## config.mk

```make
export PLATFORM = sky130hd
export DESIGN_NAME = dacm_ctrl
export DESIGN_NICKNAME = d
export VERILOG_FILES = /design/src/hw/dacm_ctrl.v /design/src/hw/dacm_sync.v /design/src/hw/dacm_spi.v
export VERILOG_INCLUDE_DIRS = /design/src /design/src/common
export SDC_FILE = /design/constraint.sdc
export NUM_CORES = 1
export LEC_CHECK = 0
export ABC_AREA = 1
export BUFFER_PORTS_ARGS = -buffer_cell sky130_fd_sc_hd__buf_2
export CAP_MARGIN = 25
export CORE_MARGIN = 3
export CORE_UTILIZATION = 45
export CTS_BUF_LIST = sky130_fd_sc_hd__clkbuf_2
export CTS_CLUSTER_SIZE = 10
export DETAILED_ROUTE_END_ITERATION = 16
export HOLD_SLACK_MARGIN = 0.02
export PLACE_DENSITY_LB_ADDON = 0.1
export RECOVER_POWER = 25
export SETUP_SLACK_MARGIN = 0.02
export SKIP_CTS_REPAIR_TIMING = 1
export SYNTH_ARGS = -nofsm -noshare
export SYNTH_HDL_FRONTEND = slang
export SYNTH_SLANG_ARGS = --single-unit
```

## constraint.sdc

```tcl
create_clock -name clk -period 7.9 [get_ports clk]
set_input_delay 1.58 -clock clk [delete_from_list [all_inputs] [get_ports clk]]
set_output_delay 1.58 -clock clk [all_outputs]
set_load 0.05 [all_outputs]
```

## src/common/dacm_consts.vh

```
// Constants shared by the encode and output-mode control design
`ifndef DACM_CONSTS_VH
`define DACM_CONSTS_VH
`define DACM_WORD_W 12
`define DACM_NAP_HZ 500000
`define DACM_CLK_HZ 125000000
`define DACM_LOCK_CYCLES 100
`define DACM_PERIOD_TOL 16'h0002
`define DACM_FMT_FULL 2'h0
`define DACM_FMT_DDR_SE 2'h1
`define DACM_FMT_DDR_DIFF 2'h2
`define DACM_FMT_RSVD 2'h3
`define DACM_CPM_STAB_BIT 0
`define DACM_OFM_FMT_LSB 0
`define DACM_OFM_FMT_MSB 1
`define DACM_MODE_REG_W 8
`define DACM_ADDR_CPM 7'h02
`define DACM_ADDR_OFM 7'h03
`define DACM_SPI_FRAME 16
`define DACM_CPM_RESET 8'h00
`define DACM_OFM_RESET 8'h00
`endif

```

## src/hw/dacm_ctrl.v

```verilog
// Encode timing, nap, stabilizer lock and output format control
`include "dacm_consts.vh"
`timescale 1ns/1ns
module dacm_ctrl #(
   parameter WORD_W = `DACM_WORD_W,
   parameter CLK_HZ = `DACM_CLK_HZ,
   parameter NAP_HZ = `DACM_NAP_HZ,
   parameter LOCK_CYCLES = `DACM_LOCK_CYCLES
) (
   input wire clk,
   input wire reset,
   input wire encode_pos_in,
   input wire encode_neg_in,
   input wire program_style_select,
   input wire cs_n,
   input wire sck,
   input wire sdi,
   input wire [WORD_W-1:0] chan_one_sample,
   input wire [WORD_W-1:0] chan_two_sample,
   input wire chan_one_over,
   input wire chan_two_over,
   output reg [WORD_W-1:0] chan_one_word_bus,
   output reg [WORD_W-1:0] chan_two_word_bus,
   output reg chan_one_range_flag,
   output reg chan_two_range_flag,
   output reg sample_clock_out_pos,
   output reg sample_clock_out_neg,
   output reg [1:0] output_format,
   output reg single_ended_encode,
   output reg nap,
   output reg stabilizer_on,
   output reg stabilizer_locked,
   output reg sample_valid,
   output reg sample_strobe
);
   // Longest encode period before nap, rounded down, at least one cycle
   localparam integer NAP_CYCLES = (CLK_HZ / NAP_HZ) < 1 ? 1 : (CLK_HZ / NAP_HZ);
   localparam [1:0] ST_NAP = 2'h0;
   localparam [1:0] ST_LOCK = 2'h1;
   localparam [1:0] ST_RUN = 2'h2;

   wire enc_p_s, enc_n_s, style_s, cs_s, sck_s, sdi_s;
   dacm_sync u_sync_ep (.clk(clk), .reset(reset), .din(encode_pos_in), .dout(enc_p_s));
   dacm_sync u_sync_en (.clk(clk), .reset(reset), .din(encode_neg_in), .dout(enc_n_s));
   dacm_sync u_sync_st (.clk(clk), .reset(reset), .din(program_style_select), .dout(style_s));
   dacm_sync u_sync_cs (.clk(clk), .reset(reset), .din(cs_n), .dout(cs_s));
   dacm_sync u_sync_ck (.clk(clk), .reset(reset), .din(sck), .dout(sck_s));
   dacm_sync u_sync_di (.clk(clk), .reset(reset), .din(sdi), .dout(sdi_s));

   reg enc_p_d, sck_d;
   reg [15:0] neg_low_cnt;
   reg se_mode;
   reg [1:0] state;
   reg [15:0] period_cnt;
   reg [15:0] last_period;
   reg [7:0] lock_cnt;
   reg phase;
   reg [WORD_W-1:0] hold_one, hold_two;
   reg hold_of1, hold_of2;
   reg [WORD_W-1:0] next_one, next_two;
   reg next_of1;
   reg [1:0] next_format;
   reg next_stab;
   wire [`DACM_MODE_REG_W-1:0] cpm_reg, ofm_reg;

   wire sck_rise = sck_s & ~sck_d;
   // Serial style when style select is low
   dacm_spi u_spi (
      .clk(clk),
      .reset(reset),
      .enable(~style_s),
      .sck_rise(sck_rise),
      .cs_n(cs_s),
      .sdi(sdi_s),
      .clock_phase_mode_reg(cpm_reg),
      .output_format_mode_reg(ofm_reg)
   );

   // Edge history for encode and serial clock
   always @(posedge clk or posedge reset) begin
      if (reset) begin
         enc_p_d <= 1'b0;
         sck_d <= 1'b0;
      end else begin
         enc_p_d <= enc_p_s;
         sck_d <= sck_s;
      end
   end

   // Complement low for a whole nap window is taken as grounded
   // A differential clock never idles low that long, so its halves cannot flip the mode
   always @(posedge clk or posedge reset) begin
      if (reset) begin
         neg_low_cnt <= 16'h0000;
         se_mode <= 1'b0;
      end else if (enc_n_s) begin
         neg_low_cnt <= 16'h0000;
         se_mode <= 1'b0;
      end else if (neg_low_cnt >= NAP_CYCLES[15:0]) begin
         se_mode <= 1'b1;
      end else begin
         neg_low_cnt <= neg_low_cnt + 16'h0001;
      end
   end

   // Positive rise starts conversion; equals complement fall when differential
   wire enc_edge = enc_p_s & ~enc_p_d;

   // Period moved beyond tolerance counts as a frequency change
   wire period_moved = (period_cnt > last_period + `DACM_PERIOD_TOL) ||
      (period_cnt + `DACM_PERIOD_TOL < last_period);

   // Configuration source by programming style
   always @* begin
      if (style_s) begin
         next_stab = ~cs_s;
         // Strap picks full rate or DDR differential only
         next_format = sck_s ? `DACM_FMT_DDR_DIFF : `DACM_FMT_FULL;
      end else begin
         next_stab = cpm_reg[`DACM_CPM_STAB_BIT];
         next_format = ofm_reg[`DACM_OFM_FMT_MSB:`DACM_OFM_FMT_LSB];
         if (next_format == `DACM_FMT_RSVD)
            next_format = `DACM_FMT_FULL;
      end
   end

   // Encode period watch, nap and stabilizer lock sequence
   always @(posedge clk or posedge reset) begin
      if (reset) begin
         state <= ST_NAP;
         period_cnt <= 16'h0000;
         last_period <= 16'h0000;
         lock_cnt <= 8'h00;
      end else begin
         if (enc_edge) begin
            period_cnt <= 16'h0000;
            last_period <= period_cnt;
         end else if (period_cnt != 16'hffff) begin
            period_cnt <= period_cnt + 16'h0001;
         end
         case (state)
            ST_NAP: begin
               lock_cnt <= 8'h00;
               if (enc_edge)
                  state <= ST_LOCK;
            end
            ST_LOCK: begin
               if (period_cnt >= NAP_CYCLES[15:0]) begin
                  state <= ST_NAP;
               end else if (!stabilizer_on) begin
                  state <= ST_RUN;
               end else if (enc_edge) begin
                  // Restart if the period moved beyond tolerance
                  if (period_moved)
                     lock_cnt <= 8'h00;
                  else if (lock_cnt == LOCK_CYCLES[7:0] - 8'h01)
                     state <= ST_RUN;
                  else
                     lock_cnt <= lock_cnt + 8'h01;
               end
            end
            ST_RUN: begin
               if (period_cnt >= NAP_CYCLES[15:0]) begin
                  state <= ST_NAP;
               end else if (next_stab && !stabilizer_on) begin
                  // Enabling the stabilizer starts a fresh lock
                  lock_cnt <= 8'h00;
                  state <= ST_LOCK;
               end else if (stabilizer_on && enc_edge && period_moved) begin
                  lock_cnt <= 8'h00;
                  state <= ST_LOCK;
               end
            end
            default: state <= ST_NAP;
         endcase
      end
   end

   // Capture both channels on the shared encode edge
   always @(posedge clk or posedge reset) begin
      if (reset) begin
         hold_one <= 12'h000;
         hold_two <= 12'h000;
         hold_of1 <= 1'b0;
         hold_of2 <= 1'b0;
      end else if (enc_edge) begin
         hold_one <= chan_one_sample;
         hold_two <= chan_two_sample;
         hold_of1 <= chan_one_over;
         hold_of2 <= chan_two_over;
      end
   end

   // Regenerated output clock phase: low half after edge, high at mid-period with the stabilizer on, else at the encode fall
   wire half_point = stabilizer_on ? (period_cnt == {1'b0, last_period[15:1]}) : (enc_p_d & ~enc_p_s);
   always @(posedge clk or posedge reset) begin
      if (reset)
         phase <= 1'b0;
      else if (enc_edge)
         phase <= 1'b0;
      else if (half_point)
         phase <= 1'b1;
   end

   // Output lane mapping per format; DDR puts even bits low, odd bits high
   integer i;
   always @* begin
      next_one = hold_one;
      next_two = hold_two;
      next_of1 = hold_of2; // Channel two flag in full rate
      if (output_format != `DACM_FMT_FULL) begin
         next_one = {WORD_W{1'b0}};
         next_two = {WORD_W{1'b0}};
         for (i = 0; i < WORD_W / 2; i = i + 1) begin
            next_one[2*i+1] = phase ? hold_one[2*i+1] : hold_one[2*i];
            next_two[2*i+1] = phase ? hold_two[2*i+1] : hold_two[2*i];
         end
         // Shared flag: channel 2 low, channel 1 high
         next_of1 = phase ? hold_of1 : hold_of2;
      end
   end

   // Registered outputs
   always @(posedge clk or posedge reset) begin
      if (reset) begin
         chan_one_word_bus <= 12'h000;
         chan_two_word_bus <= 12'h000;
         chan_one_range_flag <= 1'b0;
         chan_two_range_flag <= 1'b0;
         sample_clock_out_pos <= 1'b0;
         sample_clock_out_neg <= 1'b1;
         output_format <= `DACM_FMT_FULL;
         single_ended_encode <= 1'b0;
         nap <= 1'b1;
         stabilizer_on <= 1'b0;
         stabilizer_locked <= 1'b0;
         sample_valid <= 1'b0;
         sample_strobe <= 1'b0;
      end else begin
         chan_one_word_bus <= next_one;
         chan_two_word_bus <= next_two;
         chan_one_range_flag <= (output_format == `DACM_FMT_FULL) ? hold_of1 : 1'b0;
         chan_two_range_flag <= next_of1;
         sample_clock_out_pos <= phase & (state != ST_NAP);
         sample_clock_out_neg <= ~(phase & (state != ST_NAP));
         output_format <= next_format;
         single_ended_encode <= se_mode;
         nap <= (state == ST_NAP);
         stabilizer_on <= next_stab;
         stabilizer_locked <= (state == ST_RUN) & stabilizer_on;
         sample_valid <= (state == ST_RUN);
         sample_strobe <= enc_edge & (state == ST_RUN);
      end
   end
endmodule // dacm_ctrl

```

## src/hw/dacm_sync.v

```verilog
// Two flip-flop synchroniser for one level
`timescale 1ns/1ns
module dacm_sync (
   input wire clk,
   input wire reset,
   input wire din,
   output reg dout
);
   reg stage;
   // First stage read only by the second
   always @(posedge clk or posedge reset) begin
      if (reset) begin
         stage <= 1'b0;
         dout <= 1'b0;
      end else begin
         stage <= din;
         dout <= stage;
      end
   end
endmodule // dacm_sync

```

## src/hw/dacm_spi.v

```verilog
// Serial mode register port, write only
`include "dacm_consts.vh"
`timescale 1ns/1ns
module dacm_spi (
   input wire clk,
   input wire reset,
   input wire enable,
   input wire sck_rise,
   input wire cs_n,
   input wire sdi,
   output reg [`DACM_MODE_REG_W-1:0] clock_phase_mode_reg,
   output reg [`DACM_MODE_REG_W-1:0] output_format_mode_reg
);
   reg [`DACM_SPI_FRAME-1:0] shift;
   reg [4:0] count;
   wire [`DACM_SPI_FRAME-1:0] next_shift = {shift[`DACM_SPI_FRAME-2:0], sdi};
   // Shift on rising serial clock while selected, commit on sixteenth bit
   always @(posedge clk or posedge reset) begin
      if (reset) begin
         shift <= 16'h0000;
         count <= 5'h00;
         clock_phase_mode_reg <= `DACM_CPM_RESET;
         output_format_mode_reg <= `DACM_OFM_RESET;
      end else if (!enable || cs_n) begin
         count <= 5'h00;
      end else if (sck_rise) begin
         shift <= next_shift;
         if (count == 5'h0f) begin
            count <= 5'h00;
            // Bit 15 low is a write, bits 14:8 address, 7:0 data
            if (!next_shift[15] && next_shift[14:8] == `DACM_ADDR_CPM)
               clock_phase_mode_reg <= next_shift[7:0];
            if (!next_shift[15] && next_shift[14:8] == `DACM_ADDR_OFM)
               output_format_mode_reg <= next_shift[7:0];
         end else begin
            count <= count + 5'h01;
         end
      end
   end
endmodule // dacm_spi

```

==> results of run 1 <==
## cell families after synthesis
family          synth area share (%)
compound gates                  10.0
xor+xnor                        3.50
fa+ha+maj                       6.29
buf+inv                         6.90
flops                           51.3
mux                            0.129
simple gates                    21.8
## layout by cell type, fill, tap and decap left out, types with 5 or more instances in the layout
master | synthesis | routed
sky130_fd_sc_hd__nand2_1 | 203 | 203
sky130_fd_sc_hd__dfrtp_1 | 157 | 157
sky130_fd_sc_hd__inv_1 | 104 | 103
sky130_fd_sc_hd__o21ai_0 | 79 | 79
sky130_fd_sc_hd__nor2_1 | 79 | 79
sky130_fd_sc_hd__buf_2 | 2 | 68
sky130_fd_sc_hd__ha_1 | 39 | 39
sky130_fd_sc_hd__a21oi_1 | 33 | 33
sky130_fd_sc_hd__xor2_1 | 27 | 27
sky130_fd_sc_hd__nand3_1 | 22 | 22
sky130_fd_sc_hd__nand4_1 | 20 | 20
sky130_fd_sc_hd__clkbuf_2 | 0 | 17
sky130_fd_sc_hd__nor3_1 | 12 | 12
sky130_fd_sc_hd__inv_2 | 9 | 9
sky130_fd_sc_hd__nor2_2 | 7 | 7
sky130_fd_sc_hd__inv_6 | 0 | 6
sky130_fd_sc_hd__nand3_2 | 5 | 5
## power by group
group	total [mW]	switching, mW	internal (mW)
logic	0.519	0.372	0.147
registers	0.958	0.0580	0.900
clock network	0.448	0.322	0.126
## area by class of cell
cell class              count  area, um^2
flip-flops and latches    159        3980
repair buffers             72         363
inverters                 113         425
multi-input cells         584        3240
diodes                      1        2.50
clock buffers              17        85.1
fillers                  1662        8180
well taps                 220         275
clock inverters            15         151
## per-layer routing
layer | share of wire [%] | track usage [%] | vias up | routed length, um
met4 | 2.1 | 7.04 | 2 | 366
met2 | 46 | 30.8 | 137 | 7890
met5 | 0.076 | 0 | - | 13
li1 | - | - | 2995 | -
met3 | 4.8 | 3.83 | 25 | 821
met1 | 47 | 26.5 | 2701 | 8060
## metrics by stage
step	area (um^2)	hold WS [ps]	power [mW]	utilization (%)
detailed placement	8300	335	1.50	49.7
global route	8520	405	2.07	51.0
global placement	8300	332	1.49	49.7
finish	8520	381	1.93	51.0
CTS	8540	385	1.95	51.1
floorplan	7760	331	1.35	-
## path summary, 6_finish.rpt
check | from | end | slack [ps] | cells past startpoint
worst min register to register | u_sync_en.stage | u_sync_en.dout | 380 | 0
worst min-delay path | u_sync_en.stage | u_sync_en.dout | 380 | 0
worst max register to register | enc_p_d | lock_cnt[2] | 3910 | 9
worst max-delay path | reset | period_cnt[11] | 3780 | 3
max in group clk | enc_p_d | lock_cnt[2] | 3910 | 9
min in group asynchronous | reset | last_period[4] | 1940 | 2
## worst max-delay path, stage by stage
cell and delay (ps):
sky130_fd_sc_hd__clkbuf_1 80, sky130_fd_sc_hd__clkinvlp_2 2190, sky130_fd_sc_hd__buf_4 950
==> results by stage, run 1 <==
Floorplanning:
- The floorplan step defined a die boundary enclosing about 19,000 um^2.
- Pin placement for this block handled 70 I/O pins.
- The number of core rows is between 40 and 50.
- From bottom edge to top edge, the die measures roughly 140 um.
- In this run the horizontal extent of the chip is 137 um.
- The initial cell density of the core is 46.4%.
- The core area is approximately 17,000 um^2.

Cells and area:
- The number of nets in the final layout is 1,020.
- Of the cells placed in the final design, the portion with a size suffix greater than 1 is between 10 and 15%.
- Compared with the post-synthesis result, the final layout area differs by 9.89%.
- For this run, the number of standard cells in the final layout without fillers is between 1,000 and 1,500.
- In the final layout, the registers with the most flip-flops are last_period (16), neg_low_cnt (16), period_cnt (16).

Drt:
- The wire length per cell after detailed routing is ~15 um.
- The detailed-route vias per instance is around 5.
- The via count is 5,860.
- The total iterations of the first detailed-routing run is 5.
- The DRC marker count from the first detailed-route iteration is about 300.
- The post-detailed-routing wire length is between 15 and 20 mm.
- The count of nets left with antenna violations once routing finished came out at 0.
- The final routed DRC violation total is 0.

Placement:
- At the end of routability-driven placement, the weighted congestion stood at approximately 0.95.
- The number of cells after detailed placement is about 1,100.
- The wire-length estimate of the detail-placed layout is ~12 mm.
- Before CTS, the worst setup slack after placement is 4550 ps.
- Buffers placed on the I/O ports in this run total 69.

Logic synthesis:
- After synthesis, the share of flip-flops with an asynchronous set or reset is 100%.
- For this run, the register share of the synthesized area comes to roughly 51%.
- The area fraction of the dominant cell type after synthesis is roughly half.
- In the post-synthesis netlist, the biggest area contributors are sky130_fd_sc_hd__dfrtp_1 51%, sky130_fd_sc_hd__nand2_1 9.8%, sky130_fd_sc_hd__ha_1 6.3%, sky130_fd_sc_hd__o21ai_0 5.1%, sky130_fd_sc_hd__inv_1 5.0%.
- The number of enable-type register cells in the synthesized netlist is 0.
- Ranked by instance count, the synthesized netlist is headed by 203 x sky130_fd_sc_hd__nand2_1, 157 x sky130_fd_sc_hd__dfrtp_1, 104 x sky130_fd_sc_hd__inv_1.
- The dominant register cell in the synthesized netlist is sky130_fd_sc_hd__dfrtp_1.
- Synthesis produced between 800 and 900 cells.
- The number of nets in the synthesized netlist is roughly 950.
- The synthesized netlist contains 50 unique library cells.
- The post-synthesis area per instance is around 8.8 um^2.
- In this run, synthesis produced a sequential element count of around 160.
- Summed over all instances, the cell type with the most area after synthesis is sky130_fd_sc_hd__dfrtp_1.
- The mapped netlist covers roughly 7800 um^2.
- The number of warnings printed during yosys synthesis is 0.
- The most frequent cell after synthesis is sky130_fd_sc_hd__nand2_1.

Worst setup path:
- The path type of the worst setup path is input pin to asynchronous set/reset pin.
- Of all nets on the critical path, the largest fanout is between 90 and 100.
- The critical path launch point type is an input pin.
- The arrival time reported for the critical path endpoint is between 4000 and 5000 ps.
- The type of element capturing the critical path is an asynchronous set/reset pin.
- The data required time at the worst endpoint is about 8700 ps.

Global route:
- The number of antenna violations at the first check in global routing is 2.
- The first global-routing pass estimated around 28 mm of wire.
- The number of global-route vias before repair is between 5,000 and 6,000.
- The pin count of the biggest net entering global routing is 92.
- The aggregate global-route resource usage is 19.4%.
- The total congestion overflow after global routing is 0.

Status:
- The flow ran to the end, but the final reports show violations.
- The checks that failed: max-capacitance violations, max-slew violations.

Clock tree:
- At the later pin of the worst-skew pair, clock insertion delay measures approximately 760 ps.
- The clock transition at the registers of the reported paths is 230 ps.
- The TritonCTS clock tree is done.
- The tree built by TritonCTS fans out to 159 sinks.
- Counting the buffers created by CTS gives 17.
- The H-tree depth is 4.
- The cell chosen for the clock root is sky130_fd_sc_hd__clkbuf_2.
- The maximum buffer depth of the clock tree is 2.

Timing:
- Setup repair after global routing left no endpoint under its margin.
- The worst slew margin relative to its limit is -165%.
- For the pin with the worst max-slew slack, the measured transition is approximately 4000 ps.
- The final worst setup slack is approximately 3800 ps.
- The total negative slack for setup checks is 0 ps.
- The period utilization is 52.1%.
- The worst path in the final design needs a cycle of between 4000 and 5000 ps, including I/O delays and setup.
- The post-route clock skew is between 30 and 40 ps.
- The max-slew violation count came to 170.
- Timing would allow up to 243 MHz.
- The final-report hold violation count is 0.
- Setup violations remaining at the end of the flow were counted as 0.

Power:
- VDD sags by at most 149 uV.
- The power density over the cells is roughly 230 nW/um^2.
- The leakage power of the design is 4.32 nW.

Hold path:
- The classification of the worst-slack hold path is flop to flop.

Flow run:
- The max-capacitance violation count is 2.
Power figures use the tool's default switching activity.
==> run 2: changes to the inputs <==
- ABC_AREA: 1 -> 0
- clock period: 7.9 -> 3.35 ns (I/O delays scaled with it)
==> results by stage, run 2 <==
Cells and area:
- The filler cell count is ~1,500.
- At the end of the flow, the number of nets in the layout was ~910.
- The leading cell type in the layout, fill and taps excluded is sky130_fd_sc_hd__dfrtp_1.
- The area of the multi-input gates is 3600 um^2.
- The storage element area is between 3000 and 4000 um^2.
- Summing all non-filler instances in the final layout gives an area of between 8000 and 9000 um^2.
- Cells fill ~54% of the core in the end.
- From synthesis to final layout, the design area changed by 16.4%.
- In the layout the commonest cells are 155 x sky130_fd_sc_hd__dfrtp_1, 133 x sky130_fd_sc_hd__nand2_1, 68 x sky130_fd_sc_hd__buf_2.
- The share of post-route cells with drive strength above 1 is around a quarter.
- The largest registers in the layout are last_period (16), neg_low_cnt (16), period_cnt (16).

Logic synthesis:
- The most common cell in the synthesized netlist is sky130_fd_sc_hd__dfrtp_1.
- Synthesis handed over a netlist of 735 instances.
- The number of enable-type register cells in the synthesized netlist is 0.
- The post-synthesis area per instance is between 10 and 15 um^2.
- Counting every net in the synthesized netlist gives 808.
- The largest area contributor in the netlist is sky130_fd_sc_hd__dfrtp_1.
- By area the synthesized netlist is led by sky130_fd_sc_hd__dfrtp_1 51%, sky130_fd_sc_hd__nand2_1 6.6%, sky130_fd_sc_hd__ha_1 6.4%, sky130_fd_sc_hd__mux2_2 4.4%, sky130_fd_sc_hd__xnor2_1 3.4%.
- The cell area after technology mapping is 7670 um^2.
- Sorting the synthesized cells by how often they occur yields 157 x sky130_fd_sc_hd__dfrtp_1, 135 x sky130_fd_sc_hd__nand2_1, 40 x sky130_fd_sc_hd__nor2_1.
- The synthesized design contains 159 register bits.
- The area fraction of the dominant cell type after synthesis is between 50 and 60%.
- The number of warnings printed during yosys synthesis is 0.
- After synthesis, the share of flip-flops with an asynchronous set or reset is 100%.
- The most used flip-flop cell after synthesis is sky130_fd_sc_hd__dfrtp_1.
- Sequential cells were found to cover between 50 and 60% of the synthesized design area.
- The number of different library cells used by synthesis comes to 65.

Floorplanning:
- For this configuration, the core starts out at a cell density of between 40% and 50%.
- The die extent in x is about 140 um.
- After floorplanning, the core was sized to cover between 15,000 and 20,000 um^2.
- The floorplan step set the die height to ~140 um.
- 70 I/O pins were placed.
- The floorplan die area is roughly 19,000 um^2.
- The number of core rows is 47.

Clock tree:
- TritonCTS built the clock tree.
- The cell chosen for the clock root is sky130_fd_sc_hd__clkbuf_2.
- Counting along the longest clock path gives a buffer depth of 2.
- Clock latency on the worst-skew pair, taken at its later pin, is a little over 700 ps.
- After clock tree synthesis, the clock-pin slew on the worst setup and hold paths is 240 ps.
- TritonCTS created 17 clock buffers.
- In this run the number of H-tree levels came out at 4.
- The number of clock sinks is between 150 and 200.

Drt:
- Using the TritonRoute via totals, the vias-per-cell ratio works out to between 5 and 6.
- Detailed routing inserted a total of 5,544 vias.
- The post-detailed-routing wire length is around 17 mm.
- The wire length per cell after detailed routing is 15.7 um.
- In this run the remaining antenna-violating nets after routing total 0.
- The total iterations of the first detailed-routing run is 4.
- The DRC marker count from the first detailed-route iteration is 267.
- For this run, design rule violations remaining after detail routing come to 0.

Global route:
- The aggregate global-route resource usage is approximately 18%.
- The number of global-route vias before repair is 5,483.
- The number of antenna violations at the first check in global routing is 1.
- The total congestion overflow after global routing is 0.
- The first global-routing pass estimated between 20 and 30 mm of wire.
- The pin count of the biggest net entering global routing is between 50 and 60.

Power:
- In this run the static leakage power is 4.40 nW.
- Power spread over the standard cell area amounts to 515 nW/um^2.
- The maximum vdd drop is around 240 uV.

Timing:
- The total negative slack for setup checks is 0 ps.
- The slew at the pin closest to its max-slew limit is around 1700 ps.
- Setup violations remaining at the end of the flow were counted as 0.
- The final-report hold violation count is 0.
- In the finished design, the share of the clock period the worst path needs comes to 98.9%.
- Subtracting the final worst setup slack from the clock period gives ~3300 ps.
- The fmax is roughly 300 MHz.
- The worst slew margin relative to its limit is -16.5%.
- The post-route clock skew is 33.7 ps.
- The minimum hold slack is approximately 130 ps.
- Setup repair after global routing could not meet its margin everywhere.
- The final worst setup slack is 37.0 ps.
- The max-slew violation count was ~80.

Status:
- The run finished, with violations left.
- The final reports fail on max-capacitance violations, max-slew violations.

Worst setup path:
- The largest fanout on the critical path is 4.
- STA puts the critical path data required time at roughly 4000 ps.
- The worst register-to-register path ends at lock_cnt[1].
- The setup slack on the worst flop-to-flop path is around 37 ps.
- Counting cells, the worst reg-to-reg path comes to 15.
- The arrival time reported for the critical path endpoint is 3920 ps.
- The startpoint identified for the worst register-to-register timing path is last_period[8].
- The path type of the worst setup path is flop to flop.
- The type of element capturing the critical path is a flop.
- The critical path launch point type is a flop.

Placement:
- The count of input and output buffers is 69.
- The weighted congestion reported at the end of routability-driven placement is 0.902.
- In this run the cell area measured after placement is roughly 8400 um^2.
- The post-place setup slack is 64.1 ps.
- The HPWL reported at the end of detailed placement is between 10 and 15 mm.

Hold path:
- The endpoint of the worst hold path is hold_two[7].
- Counting instances, the worst hold path has a depth of 3.
- The worst hold path begins at chan_two_sample[7].
- The worst hold path belongs to the class input pin to flop.

Flow run:
- The max-capacitance violation count is 2.
[run 2: how the worst max path moves through the flow]
stage,startpoint,to,depth (start not counted)
2_1_floorplan,period_cnt[1],lock_cnt[1],16
3_3_place_gp,last_period[9],lock_cnt[5],14
3_5_place_dp,last_period[3],lock_cnt[7],15
4_1_cts,last_period[3],state[0],12
5_1_grt,last_period[8],lock_cnt[1],15
6_report,last_period[8],lock_cnt[1],15
[run 2: where the power goes]
group          switching (mW)  internal (mW)  total, mW
Combinational           0.918          0.509       1.43
Sequential              0.139           2.12       2.26
Clock                   0.655          0.262      0.917
[run 2: cell type report]
cell class	count	area share (%)
antenna	1	0.0280
tap	220	3.08
multi-input combinational	510	40.3
clock inverter	13	1.11
sequential	159	44.6
inverter	31	1.32
timing repair buffer	120	8.47
clock buffer	19	1.06
[run 2: through the flow]
stage	instances	total power, mW
after floorplan	735	3.23
after global placement	1018	3.59
after detailed placement	1018	3.63
after CTS	1050	4.56
after global routing	1073	4.89
final	1073	4.60
[run 2: cell families (layout without fill, tap and decap cells)]
group | Yosys count | count (layout) | share of synthesized area, %
AOI/OAI and AO/OA | 84 | 84 | 7.50
xor gates and xnor gates | 60 | 60 | 6.85
adders and majority gates | 40 | 40 | 6.54
buffers and inverters | 66 | 183 | 3.60
DFF | 159 | 159 | 51.9
muxes | 32 | 32 | 4.73
other | 0 | 1 | 0
and+or+nand+nor | 294 | 294 | 18.9
[run 2: critical path, stage by stage (launching register included)]
cell and delay (ps):
sky130_fd_sc_hd__dfrtp_1 420, sky130_fd_sc_hd__inv_2 70, sky130_fd_sc_hd__nor3_4 200, sky130_fd_sc_hd__and3_4 230
sky130_fd_sc_hd__and3_4 210, sky130_fd_sc_hd__nand3_4 80, sky130_fd_sc_hd__xnor2_2 140, sky130_fd_sc_hd__ha_1 320
sky130_fd_sc_hd__nand4_1 180, sky130_fd_sc_hd__buf_4 150, sky130_fd_sc_hd__inv_2 40, sky130_fd_sc_hd__a221oi_4 300
sky130_fd_sc_hd__a31oi_4 180, sky130_fd_sc_hd__o211ai_4 260, sky130_fd_sc_hd__a21bo_1 160, sky130_fd_sc_hd__mux2_4 290
[run 2: layer usage]
metal,global-route usage [%],part of all wire [%],wire length (um)
met1,24.6,45,7550
met2,29.2,48,8110
met3,3.97,4.6,780
met4,6.94,2.4,401
met5,0,0,0
